## config.mk

```make
export PLATFORM = sky130hd
export DESIGN_NAME = rsx_exec
export DESIGN_NICKNAME = d
export VERILOG_FILES = /design/src/rtl/rsx_pkg.sv /design/src/rtl/rsx_exec.sv
export SDC_FILE = /design/constraint.sdc
export NUM_CORES = 2
export LEC_CHECK = 0
export ABC_AREA = 1
export BUFFER_PORTS_ARGS = -buffer_cell sky130_fd_sc_hd__buf_2
export CAP_MARGIN = 20
export CORE_UTILIZATION = 35
export DETAILED_ROUTE_END_ITERATION = 10
export PLACE_DENSITY = 0.56
export SETUP_SLACK_MARGIN = 0.1
export SYNTH_ARGS = -nofsm -noshare
export SYNTH_HDL_FRONTEND = slang
export SYNTH_SLANG_ARGS = --single-unit
```

## constraint.sdc

```tcl
create_clock -name pclk -period 16.37 [get_ports pclk]
set_clock_uncertainty 0.05 [all_clocks]
set_input_delay 1.637 -clock pclk [delete_from_list [all_inputs] [get_ports pclk]]
set_output_delay 1.637 -clock pclk [all_outputs]
set_load 0.01 [all_outputs]
```

## src/rtl/rsx_pkg.sv

```systemverilog
// rsx_pkg: opcodes, register map, field positions and reset values
// assumes: used by the execution slice only; its bench and checker use literal values
package rsx_pkg;

  // instruction select codes written into the command register
  localparam logic [3:0] OP_NOP = 4'h0;
  localparam logic [3:0] OP_ROTATE_RIGHT_THROUGH_FLAG = 4'h1;
  localparam logic [3:0] OP_LITERAL_MINUS_ACCUMULATOR = 4'h2;
  localparam logic [3:0] OP_REGISTER_MINUS_ACCUMULATOR = 4'h3;
  localparam logic [3:0] OP_NIBBLE_EXCHANGE = 4'h4;
  localparam logic [3:0] OP_EXCLUSIVE_OR_LITERAL = 4'h5;
  localparam logic [3:0] OP_EXCLUSIVE_OR_REGISTER = 4'h6;
  localparam logic [3:0] OP_SLEEP = 4'h7;

  // apb byte offsets
  localparam logic [11:0] ADDR_CMD = 12'h000;
  localparam logic [11:0] ADDR_ACC = 12'h004;
  localparam logic [11:0] ADDR_FLAGS = 12'h008;
  localparam logic [11:0] ADDR_WDOG = 12'h00C;
  localparam logic [11:0] ADDR_FILE_BASE = 12'h200;
  localparam logic [11:0] ADDR_FILE_LAST = 12'h3FC;

  // command register fields
  localparam int CMD_OP_LSB = 0;
  localparam int CMD_DEST_BIT = 7;
  localparam int CMD_FADDR_LSB = 8;
  localparam int CMD_LIT_LSB = 16;

  // flags register fields
  localparam int FLG_CARRY = 0;
  localparam int FLG_NIBBLE = 1;
  localparam int FLG_ZERO = 2;
  localparam int FLG_SLEEP_ENTRY = 3;
  localparam int FLG_EXPIRY = 4;
  localparam int FLG_ASLEEP = 5;

  // watchdog register fields
  localparam int WD_COUNT_LSB = 0;
  localparam int WD_PRESC_LSB = 8;

  localparam logic [7:0] ACC_RESET = 8'h00;
  localparam logic [7:0] WDOG_CLEAR = 8'h00;
  localparam logic [7:0] PRESC_CLEAR = 8'h00;
  localparam int FILE_DEPTH = 128;

  typedef enum logic [1:0] {
    RSX_RUN = 2'b01,
    RSX_SLEEP = 2'b10
  } rsx_mode_t;

endpackage

```

## src/rtl/rsx_exec.sv

```systemverilog
// rsx_exec: one execution slice of an 8-bit core, reached over apb
// assumes: single clock pclk, apb master keeps psel/penable protocol
//
// Our own choices: register access over APB and the register addresses.
`timescale 1ns/1ps
`default_nettype none

module rsx_exec (
  input wire logic pclk,
  input wire logic presetn,
  input wire logic psel,
  input wire logic penable,
  input wire logic pwrite,
  input wire logic [11:0] paddr,
  input wire logic [31:0] pwdata,
  input wire logic [3:0] pstrb,
  output logic [31:0] prdata,
  output logic pready,
  output logic pslverr,
  input wire logic wake,
  output logic osc_halt,
  output logic [7:0] accumulator
);

  ////////////////////////////////////////////////////////////////////////
  // state

  typedef struct packed {
    rsx_pkg::rsx_mode_t mode;
    logic [7:0] acc;
    logic carry;
    logic nibble_borrow_flag;
    logic zero;
    logic sleep_entry_flag;
    logic expiry_flag;
    logic [7:0] watchdog_count;
    logic [7:0] wdog_prescaler;
    logic [31:0] rdata;
    logic ready;
    logic err;
    logic halt;
  } rsx_state_t;

  rsx_state_t st;
  rsx_state_t next_st;

  // register file kept outside the struct: 128 words is too wide to pack
  logic [7:0] file_mem [rsx_pkg::FILE_DEPTH];

  ////////////////////////////////////////////////////////////////////////
  // decode

  logic setup;
  logic access;
  logic commit;
  logic is_cmd;
  logic is_acc;
  logic is_flags;
  logic is_wdog;
  logic is_file;
  logic [6:0] file_idx;
  logic [3:0] op;
  logic dest;
  logic [6:0] faddr;
  logic [7:0] lit;
  logic [7:0] fval;
  logic op_known;
  logic op_literal;
  logic op_file;
  logic refuse;
  logic [7:0] flag_byte;
  logic [15:0] wdog_half;
  logic [31:0] read_word;
  logic [8:0] diff;
  logic [4:0] ndiff;
  logic [7:0] result;
  logic alu_carry;
  logic alu_nibble;
  logic alu_zero;
  logic upd_carry;
  logic upd_nibble;
  logic upd_zero;
  logic file_we;
  logic [6:0] file_waddr;
  logic [7:0] file_wdata;

  // answer chosen at setup; a write lands only at the access edge
  assign setup = psel && !penable;
  assign access = psel && penable && st.ready;
  assign commit = access && pwrite && !st.err;

  assign is_cmd = paddr == rsx_pkg::ADDR_CMD;
  assign is_acc = paddr == rsx_pkg::ADDR_ACC;
  assign is_flags = paddr == rsx_pkg::ADDR_FLAGS;
  assign is_wdog = paddr == rsx_pkg::ADDR_WDOG;
  assign is_file = paddr >= rsx_pkg::ADDR_FILE_BASE &&
                   paddr <= rsx_pkg::ADDR_FILE_LAST;
  assign file_idx = paddr[8:2];
  assign op = pwdata[rsx_pkg::CMD_OP_LSB +: 4];
  assign dest = pwdata[rsx_pkg::CMD_DEST_BIT];
  assign faddr = pwdata[rsx_pkg::CMD_FADDR_LSB +: 7];
  assign lit = pwdata[rsx_pkg::CMD_LIT_LSB +: 8];
  assign fval = file_mem[faddr];
  assign alu_zero = result == 8'h00;

  ////////////////////////////////////////////////////////////////////////
  // opcode classes

  always_comb begin
    op_known = 1'b1;
    op_literal = 1'b0;
    op_file = 1'b0;
    case (op)
      rsx_pkg::OP_NOP,
      rsx_pkg::OP_SLEEP: begin
        op_known = 1'b1;
      end
      rsx_pkg::OP_LITERAL_MINUS_ACCUMULATOR,
      rsx_pkg::OP_EXCLUSIVE_OR_LITERAL: begin
        op_literal = 1'b1;
      end
      rsx_pkg::OP_ROTATE_RIGHT_THROUGH_FLAG,
      rsx_pkg::OP_REGISTER_MINUS_ACCUMULATOR,
      rsx_pkg::OP_NIBBLE_EXCHANGE,
      rsx_pkg::OP_EXCLUSIVE_OR_REGISTER: begin
        op_file = 1'b1;
      end
      default: begin
        op_known = 1'b0;
      end
    endcase
  end

  ////////////////////////////////////////////////////////////////////////
  // refusal, decided in the setup cycle

  always_comb begin
    refuse = 1'b0;
    if (pwrite) begin
      if (is_cmd) begin
        // core clock is stopped while asleep, so commands bounce
        refuse = (st.mode == rsx_pkg::RSX_SLEEP) || !op_known;
      end else if (!is_acc && !is_file) begin
        // flags and watchdog are read-only, anything else unmapped
        refuse = 1'b1;
      end
    end else begin
      refuse = !(is_cmd || is_acc || is_flags || is_wdog || is_file);
    end
  end

  ////////////////////////////////////////////////////////////////////////
  // read word, captured at setup so it stands through the access cycle

  always_comb begin
    flag_byte = 8'h00;
    flag_byte[rsx_pkg::FLG_CARRY] = st.carry;
    flag_byte[rsx_pkg::FLG_NIBBLE] = st.nibble_borrow_flag;
    flag_byte[rsx_pkg::FLG_ZERO] = st.zero;
    flag_byte[rsx_pkg::FLG_SLEEP_ENTRY] = st.sleep_entry_flag;
    flag_byte[rsx_pkg::FLG_EXPIRY] = st.expiry_flag;
    flag_byte[rsx_pkg::FLG_ASLEEP] = st.halt;
    wdog_half = 16'h0000;
    wdog_half[rsx_pkg::WD_COUNT_LSB +: 8] = st.watchdog_count;
    wdog_half[rsx_pkg::WD_PRESC_LSB +: 8] = st.wdog_prescaler;
    read_word = 32'h0000_0000;
    if (!pwrite) begin
      if (is_acc) begin
        read_word = {24'h00_0000, st.acc};
      end else if (is_flags) begin
        read_word = {24'h00_0000, flag_byte};
      end else if (is_wdog) begin
        read_word = {16'h0000, wdog_half};
      end else if (is_file) begin
        read_word = {24'h00_0000, file_mem[file_idx]};
      end else begin
        // command register reads as zero, unmapped too
        read_word = 32'h0000_0000;
      end
    end
  end

  ////////////////////////////////////////////////////////////////////////
  // arithmetic: result and flag candidates for the current command

  always_comb begin
    diff = 9'h000;
    ndiff = 5'h00;
    result = 8'h00;
    alu_carry = st.carry;
    alu_nibble = st.nibble_borrow_flag;
    upd_carry = 1'b0;
    upd_nibble = 1'b0;
    upd_zero = 1'b0;
    case (op)
      rsx_pkg::OP_ROTATE_RIGHT_THROUGH_FLAG: begin
        result = {st.carry, fval[7:1]};
        alu_carry = fval[0];
        upd_carry = 1'b1;
      end
      rsx_pkg::OP_LITERAL_MINUS_ACCUMULATOR: begin
        // nine bits so the top bit is the borrow out
        diff = {1'b0, lit} - {1'b0, st.acc};
        ndiff = {1'b0, lit[3:0]} - {1'b0, st.acc[3:0]};
        result = diff[7:0];
        alu_carry = !diff[8];
        alu_nibble = !ndiff[4];
        upd_carry = 1'b1;
        upd_nibble = 1'b1;
        upd_zero = 1'b1;
      end
      rsx_pkg::OP_REGISTER_MINUS_ACCUMULATOR: begin
        diff = {1'b0, fval} - {1'b0, st.acc};
        ndiff = {1'b0, fval[3:0]} - {1'b0, st.acc[3:0]};
        result = diff[7:0];
        alu_carry = !diff[8];
        alu_nibble = !ndiff[4];
        upd_carry = 1'b1;
        upd_nibble = 1'b1;
        upd_zero = 1'b1;
      end
      rsx_pkg::OP_NIBBLE_EXCHANGE: begin
        // no flag touched at all
        result = {fval[3:0], fval[7:4]};
      end
      rsx_pkg::OP_EXCLUSIVE_OR_LITERAL: begin
        result = st.acc ^ lit;
        upd_zero = 1'b1;
      end
      rsx_pkg::OP_EXCLUSIVE_OR_REGISTER: begin
        result = st.acc ^ fval;
        upd_zero = 1'b1;
      end
      default: begin
        result = 8'h00;
      end
    endcase
  end

  ////////////////////////////////////////////////////////////////////////
  // next state

  always_comb begin
    next_st = st;
    next_st.ready = setup;
    next_st.err = setup && refuse;
    file_we = 1'b0;
    file_waddr = faddr;
    file_wdata = result;
    if (setup) begin
      next_st.rdata = read_word;
    end
    case (st.mode)
      rsx_pkg::RSX_RUN: begin
        if (commit && is_cmd && op == rsx_pkg::OP_SLEEP) begin
          next_st.mode = rsx_pkg::RSX_SLEEP;
          next_st.halt = 1'b1;
        end
      end
      rsx_pkg::RSX_SLEEP: begin
        // wake-up sits outside this slice; flags survive it
        if (wake) begin
          next_st.mode = rsx_pkg::RSX_RUN;
          next_st.halt = 1'b0;
        end
      end
      default: begin
        next_st.mode = rsx_pkg::RSX_RUN;
        next_st.halt = 1'b0;
      end
    endcase
    if (commit && is_cmd) begin
      if (upd_carry) begin
        next_st.carry = alu_carry;
      end
      if (upd_nibble) begin
        next_st.nibble_borrow_flag = alu_nibble;
      end
      if (upd_zero) begin
        next_st.zero = alu_zero;
      end
      if (op == rsx_pkg::OP_SLEEP) begin
        next_st.sleep_entry_flag = 1'b0;
        next_st.expiry_flag = 1'b1;
        next_st.watchdog_count = rsx_pkg::WDOG_CLEAR;
        next_st.wdog_prescaler = rsx_pkg::PRESC_CLEAR;
      end
      if (op_literal) begin
        // literal forms always land in the accumulator
        next_st.acc = result;
      end else if (op_file) begin
        if (dest) begin
          file_we = 1'b1;
        end else begin
          next_st.acc = result;
        end
      end
    end else if (commit && is_acc) begin
      if (pstrb[0]) begin
        next_st.acc = pwdata[7:0];
      end
    end else if (commit && is_file) begin
      if (pstrb[0]) begin
        file_we = 1'b1;
        file_waddr = file_idx;
        file_wdata = pwdata[7:0];
      end
    end
  end

  ////////////////////////////////////////////////////////////////////////
  // registers

  always_ff @(posedge pclk or negedge presetn) begin
    if (!presetn) begin
      st.mode <= rsx_pkg::RSX_RUN;
      st.acc <= rsx_pkg::ACC_RESET;
      st.carry <= 1'b0;
      st.nibble_borrow_flag <= 1'b0;
      st.zero <= 1'b0;
      st.sleep_entry_flag <= 1'b1;
      st.expiry_flag <= 1'b1;
      st.watchdog_count <= rsx_pkg::WDOG_CLEAR;
      st.wdog_prescaler <= rsx_pkg::PRESC_CLEAR;
      st.rdata <= 32'h0000_0000;
      st.ready <= 1'b0;
      st.err <= 1'b0;
      st.halt <= 1'b0;
    end else begin
      st <= next_st;
    end
  end

  // no reset on the file: contents are undefined after power-up
  always_ff @(posedge pclk) begin
    if (file_we) begin
      file_mem[file_waddr] <= file_wdata;
    end
  end

  assign prdata = st.rdata;
  assign pready = st.ready;
  assign pslverr = st.err;
  assign osc_halt = st.halt;
  assign accumulator = st.acc;

endmodule

`default_nettype wire

```

==> run summary <==
For the max-cap check violation count, the log shows 0. The first detailed-routing pass took 7 iterations. Cells with a size suffix above 1 make up 6.92% of the layout. The CTS buffer count is 112. The post-place setup slack is 7.10 ns. For this run, the top clock speed supported by timing is 112 MHz. The synthesized design contains 1024 enable-type register cells. For met2 alone, demand over resource in global routing was 38.6%. The leakage power total is 20.7 nW.

The register bit total from synthesis is 1048. The worst stage delay on the critical path was 0.94 ns; the met3 usage was 5.39%. Across all hold checks on the routed design, the worst slack comes to 0.406 ns. The number of port buffers was 60; the endpoint required time on the critical path was 16.70 ns. For this run, design rule violations remaining after detail routing come to 0. Sequential cells were found to cover 59.6% of the synthesized design area. The run gives 63 as the unique cell type count in the Yosys netlist. After floorplanning, the core was sized to cover 149000 um^2. The H-tree depth reported by CTS was 3. Hold path startpoint: flag_byte[3]. The die width is 390 um, and the post-synthesis async set-or-reset flop share is 2.29%. The number of violations reported at the end of detailed-routing iteration 0 was 6049. The netlist area before placement is 52600 um^2.

The layer carrying the most global-route usage is met2. For the maximum vdd ir drop, the log shows 0.0000829 V. The clock edge transition at the registers on the reported setup and hold paths is 0.06 ns.

In the routed layout, each cell is associated on average with a via count of 5.88. Once layout is done, the placed cells without fillers occupy 57700 um^2. The run finished with clean final reports. The HPWL after detailed placement is 116 mm. The clock insertion delay at the later pin of the skew report was 0.73 ns. The weighted congestion reported at the end of routability-driven placement came out at 0.909.

Of all nets on the critical path, the largest fanout is 145. The critical path class was primary input to register. The logs give 0 for the final-report max-slew violation count and 34.9% for the met1 global-route usage. The worst setup path is launched from a primary input.

The worst reg2reg path startpoint was file_mem[6][0]. The tree built by TritonCTS fans out to 1048 sinks. Setup repair after global routing left no endpoint under its margin.

The overflow left after global routing is 0. Setup slack on the worst reg-to-reg path comes out at 10.69 ns. Clock tree synthesis selected as its root buffer the cell sky130_fd_sc_hd__clkbuf_16. The worst path setup slack after routing is 7.44 ns. Of all cell types, the one taking the most synthesized area is sky130_fd_sc_hd__edfxtp_1. In the post-synthesis netlist, the cell with the most instances is sky130_fd_sc_hd__nand2_1.

For this design the ratio of total power to cell area is 107 nW/um^2. In the synthesized netlist the dominant register cell turns out to be sky130_fd_sc_hd__edfxtp_1. The average size of a mapped cell is 9.51 um^2, and the number of cell rows is 141. Setup total negative slack on the finished layout was measured at 0 ns. The worst-case clock buffer depth is 3, and the multi-input gate area in the final layout is 18600 um^2. The path with the worst hold slack has its endpoint at flag_byte[3].

After filler insertion, the fill cell instance count of the layout stands at 14500. Number of global-route vias before repair: 40700. In the post-synthesis netlist, the biggest area contributors are sky130_fd_sc_hd__edfxtp_1, sky130_fd_sc_hd__nand2_1, sky130_fd_sc_hd__nand3_1.

The maximum number of pins on one net before global-route repair is 151. STA classifies the critical path endpoint as a register. The post-route minimum period works out to 8.93 ns. In the final design database the tool counted 5463 nets.

The first-pass GRT wire length is 284 mm. The die area is 152000 um^2, and the count of synthesis-stage warnings from yosys is 0. The slew at the pin closest to its max-slew limit is 1.14 ns, and the final cycle utilization of the critical path is 54.5%. The final count of hold timing violations is 0, and the overall routed net length is 199 mm. The number of cell instances on the worst register-to-register path is 26, and the total setup violations reported at the end of the flow is 0. The run gives 35.4% as the starting density of the core. The run gives 54100 um^2 as the post-placement cell area. The count of hold-fix buffers inserted at cts is 0, and the share of the synthesized area in the top cell type is 58.4%. Mean routed wirelength per cell: 26.6 um. Highest-delay cell along the critical path: sky130_fd_sc_hd__buf_4. The synthesized instance count is 5534, and the global-route usage over all layers is 25.5%.

The die is 390 um tall. The library cell appearing most often on the critical path was sky130_fd_sc_hd__nand2_1. Data on the critical path arrives at its endpoint at 9.26 ns. The tools report the post-cts resize count as 0. In this run the tightest slew margin relative to its limit is 23.6%.

The buffer count from post-CTS setup fixing was 0. TritonCTS built the clock tree. The run gives 6 as the initial antenna violation count. The tools report the total area of sequential cells as 31400 um^2. The end of the worst register-to-register path was file_mem[7][6]. The run gives 97 as the count of boundary I/O pins. The core utilization of the finished layout was 38.9%; the area growth from synthesis to layout was 9.70%. Detailed routing inserted a total of 44000 vias. The min-delay analysis places its worst path in the category register to register.

The depth of the worst hold-timing path works out to 2. The tools report the number of antenna-violating nets in the routed design as 0. After synthesis, the most frequently instantiated cells are sky130_fd_sc_hd__nand2_1, sky130_fd_sc_hd__nand3_1, sky130_fd_sc_hd__edfxtp_1, sky130_fd_sc_hd__nor2_1, sky130_fd_sc_hd__buf_2.
==> final cells by class <==
type                       count  share of cell area, %
multi-input combinational   3917                   32.2
clock buffer                 136                   5.05
antenna                        3                 0.0130
timing repair buffer         147                   1.88
tap                         2002                   4.34
inverter                     163                   1.14
sequential                  1048                   54.3
clock inverter                66                   1.12
==> layer usage <==
layer | part of all wire (%) | up-vias
li1 | - | 19300
met1 | 40 | 21500
met2 | 44 | 2685
met3 | 11 | 509
met4 | 5.0 | 8
met5 | 0.033 | -
==> layout by cell type (no fill, tap or decap), types with 5 or more instances in the layout <==
master / n
sky130_fd_sc_hd__a211oi_1: 17
sky130_fd_sc_hd__a21oi_1: 103
sky130_fd_sc_hd__a221oi_1: 41
sky130_fd_sc_hd__a22o_1: 13
sky130_fd_sc_hd__a22oi_1: 176
sky130_fd_sc_hd__a31oi_1: 34
sky130_fd_sc_hd__a41oi_1: 26
sky130_fd_sc_hd__buf_12: 7
sky130_fd_sc_hd__buf_2: 55
sky130_fd_sc_hd__buf_4: 79
sky130_fd_sc_hd__bufinv_16: 11
sky130_fd_sc_hd__clkbuf_1: 23
sky130_fd_sc_hd__clkbuf_16: 113
sky130_fd_sc_hd__clkinv_1: 29
sky130_fd_sc_hd__clkinv_2: 20
sky130_fd_sc_hd__conb_1: 24
sky130_fd_sc_hd__dfrtp_1: 22
sky130_fd_sc_hd__edfxtp_1: 1024
sky130_fd_sc_hd__ha_1: 18
sky130_fd_sc_hd__inv_1: 134
sky130_fd_sc_hd__inv_2: 12
sky130_fd_sc_hd__inv_4: 8
sky130_fd_sc_hd__nand2_1: 1861
sky130_fd_sc_hd__nand2_2: 17
sky130_fd_sc_hd__nand3_1: 1068
sky130_fd_sc_hd__nand4_1: 84
sky130_fd_sc_hd__nor2_1: 192
sky130_fd_sc_hd__nor2_4: 8
sky130_fd_sc_hd__nor3_1: 15
sky130_fd_sc_hd__o2111ai_1: 8
sky130_fd_sc_hd__o211ai_1: 9
sky130_fd_sc_hd__o21ai_0: 111
sky130_fd_sc_hd__o21ai_1: 5
sky130_fd_sc_hd__o21ai_2: 5
sky130_fd_sc_hd__o221ai_1: 14
sky130_fd_sc_hd__o22ai_1: 11
sky130_fd_sc_hd__o2bb2ai_1: 9
==> worst max-delay path by stage <==
stage | from | endpoint | cells past startpoint
after floorplan | penable | file_mem[0][3] | 7
after global placement | pwdata[8] | file_mem[62][6] | 29
after detailed placement | pwdata[8] | file_mem[62][6] | 29
after CTS | pwdata[8] | file_mem[63][6] | 29
after global routing | pwdata[8] | file_mem[0][6] | 29
final | pwdata[8] | file_mem[7][6] | 29
==> state kept, by name, summed over array words and instances, names as in the netlist <==
name	flops
prdata	8
pslverr	1
accumulator	8
st	1
file_mem	1024
osc_halt	1
pready	1
flag_byte	4
==> critical path: cells and delay by family <==
kind / cells / cell delay [ns]
buffers and inverters: 7 / 4.09
AOI/OAI and AO/OA: 3 / 0.55
adders and majority gates: 2 / 0.70
and+or+nand+nor: 17 / 1.83
==> cells by family after synthesis <==
logic type               synth area share (%)
adder cells (fa/ha/maj)                 0.504
XOR/XNOR                               0.0499
AO/OA/AOI/OAI                            7.76
AND/OR/NAND/NOR                          26.7
buffers and inverters                    5.39
flip-flops                               59.6
other                                 0.00713
==> where the power goes <==
group / leakage [nW] / internal (W) / total [W] / switching (W)
clock: 1.73 / 0.00143 / 0.00252 / 0.00109
sequential: 9.73 / 0.00299 / 0.00299 / 0.000000669
combinational: 9.28 / 0.000146 / 0.000672 / 0.000526
total: 20.7 / 0.00457 / 0.00618 / 0.00162
==> stage by stage <==
| stage | std cells | total power (W) |
|---|---|---|
| CTS | 7476 | 0.00618 |
| floorplan | 5557 | 0.00345 |
| finish | 7482 | 0.00618 |
| global route | 7480 | 0.00632 |
| global placement | 7271 | 0.00369 |
| detailed placement | 7274 | 0.00370 |
Power figures use the tool's default switching activity.
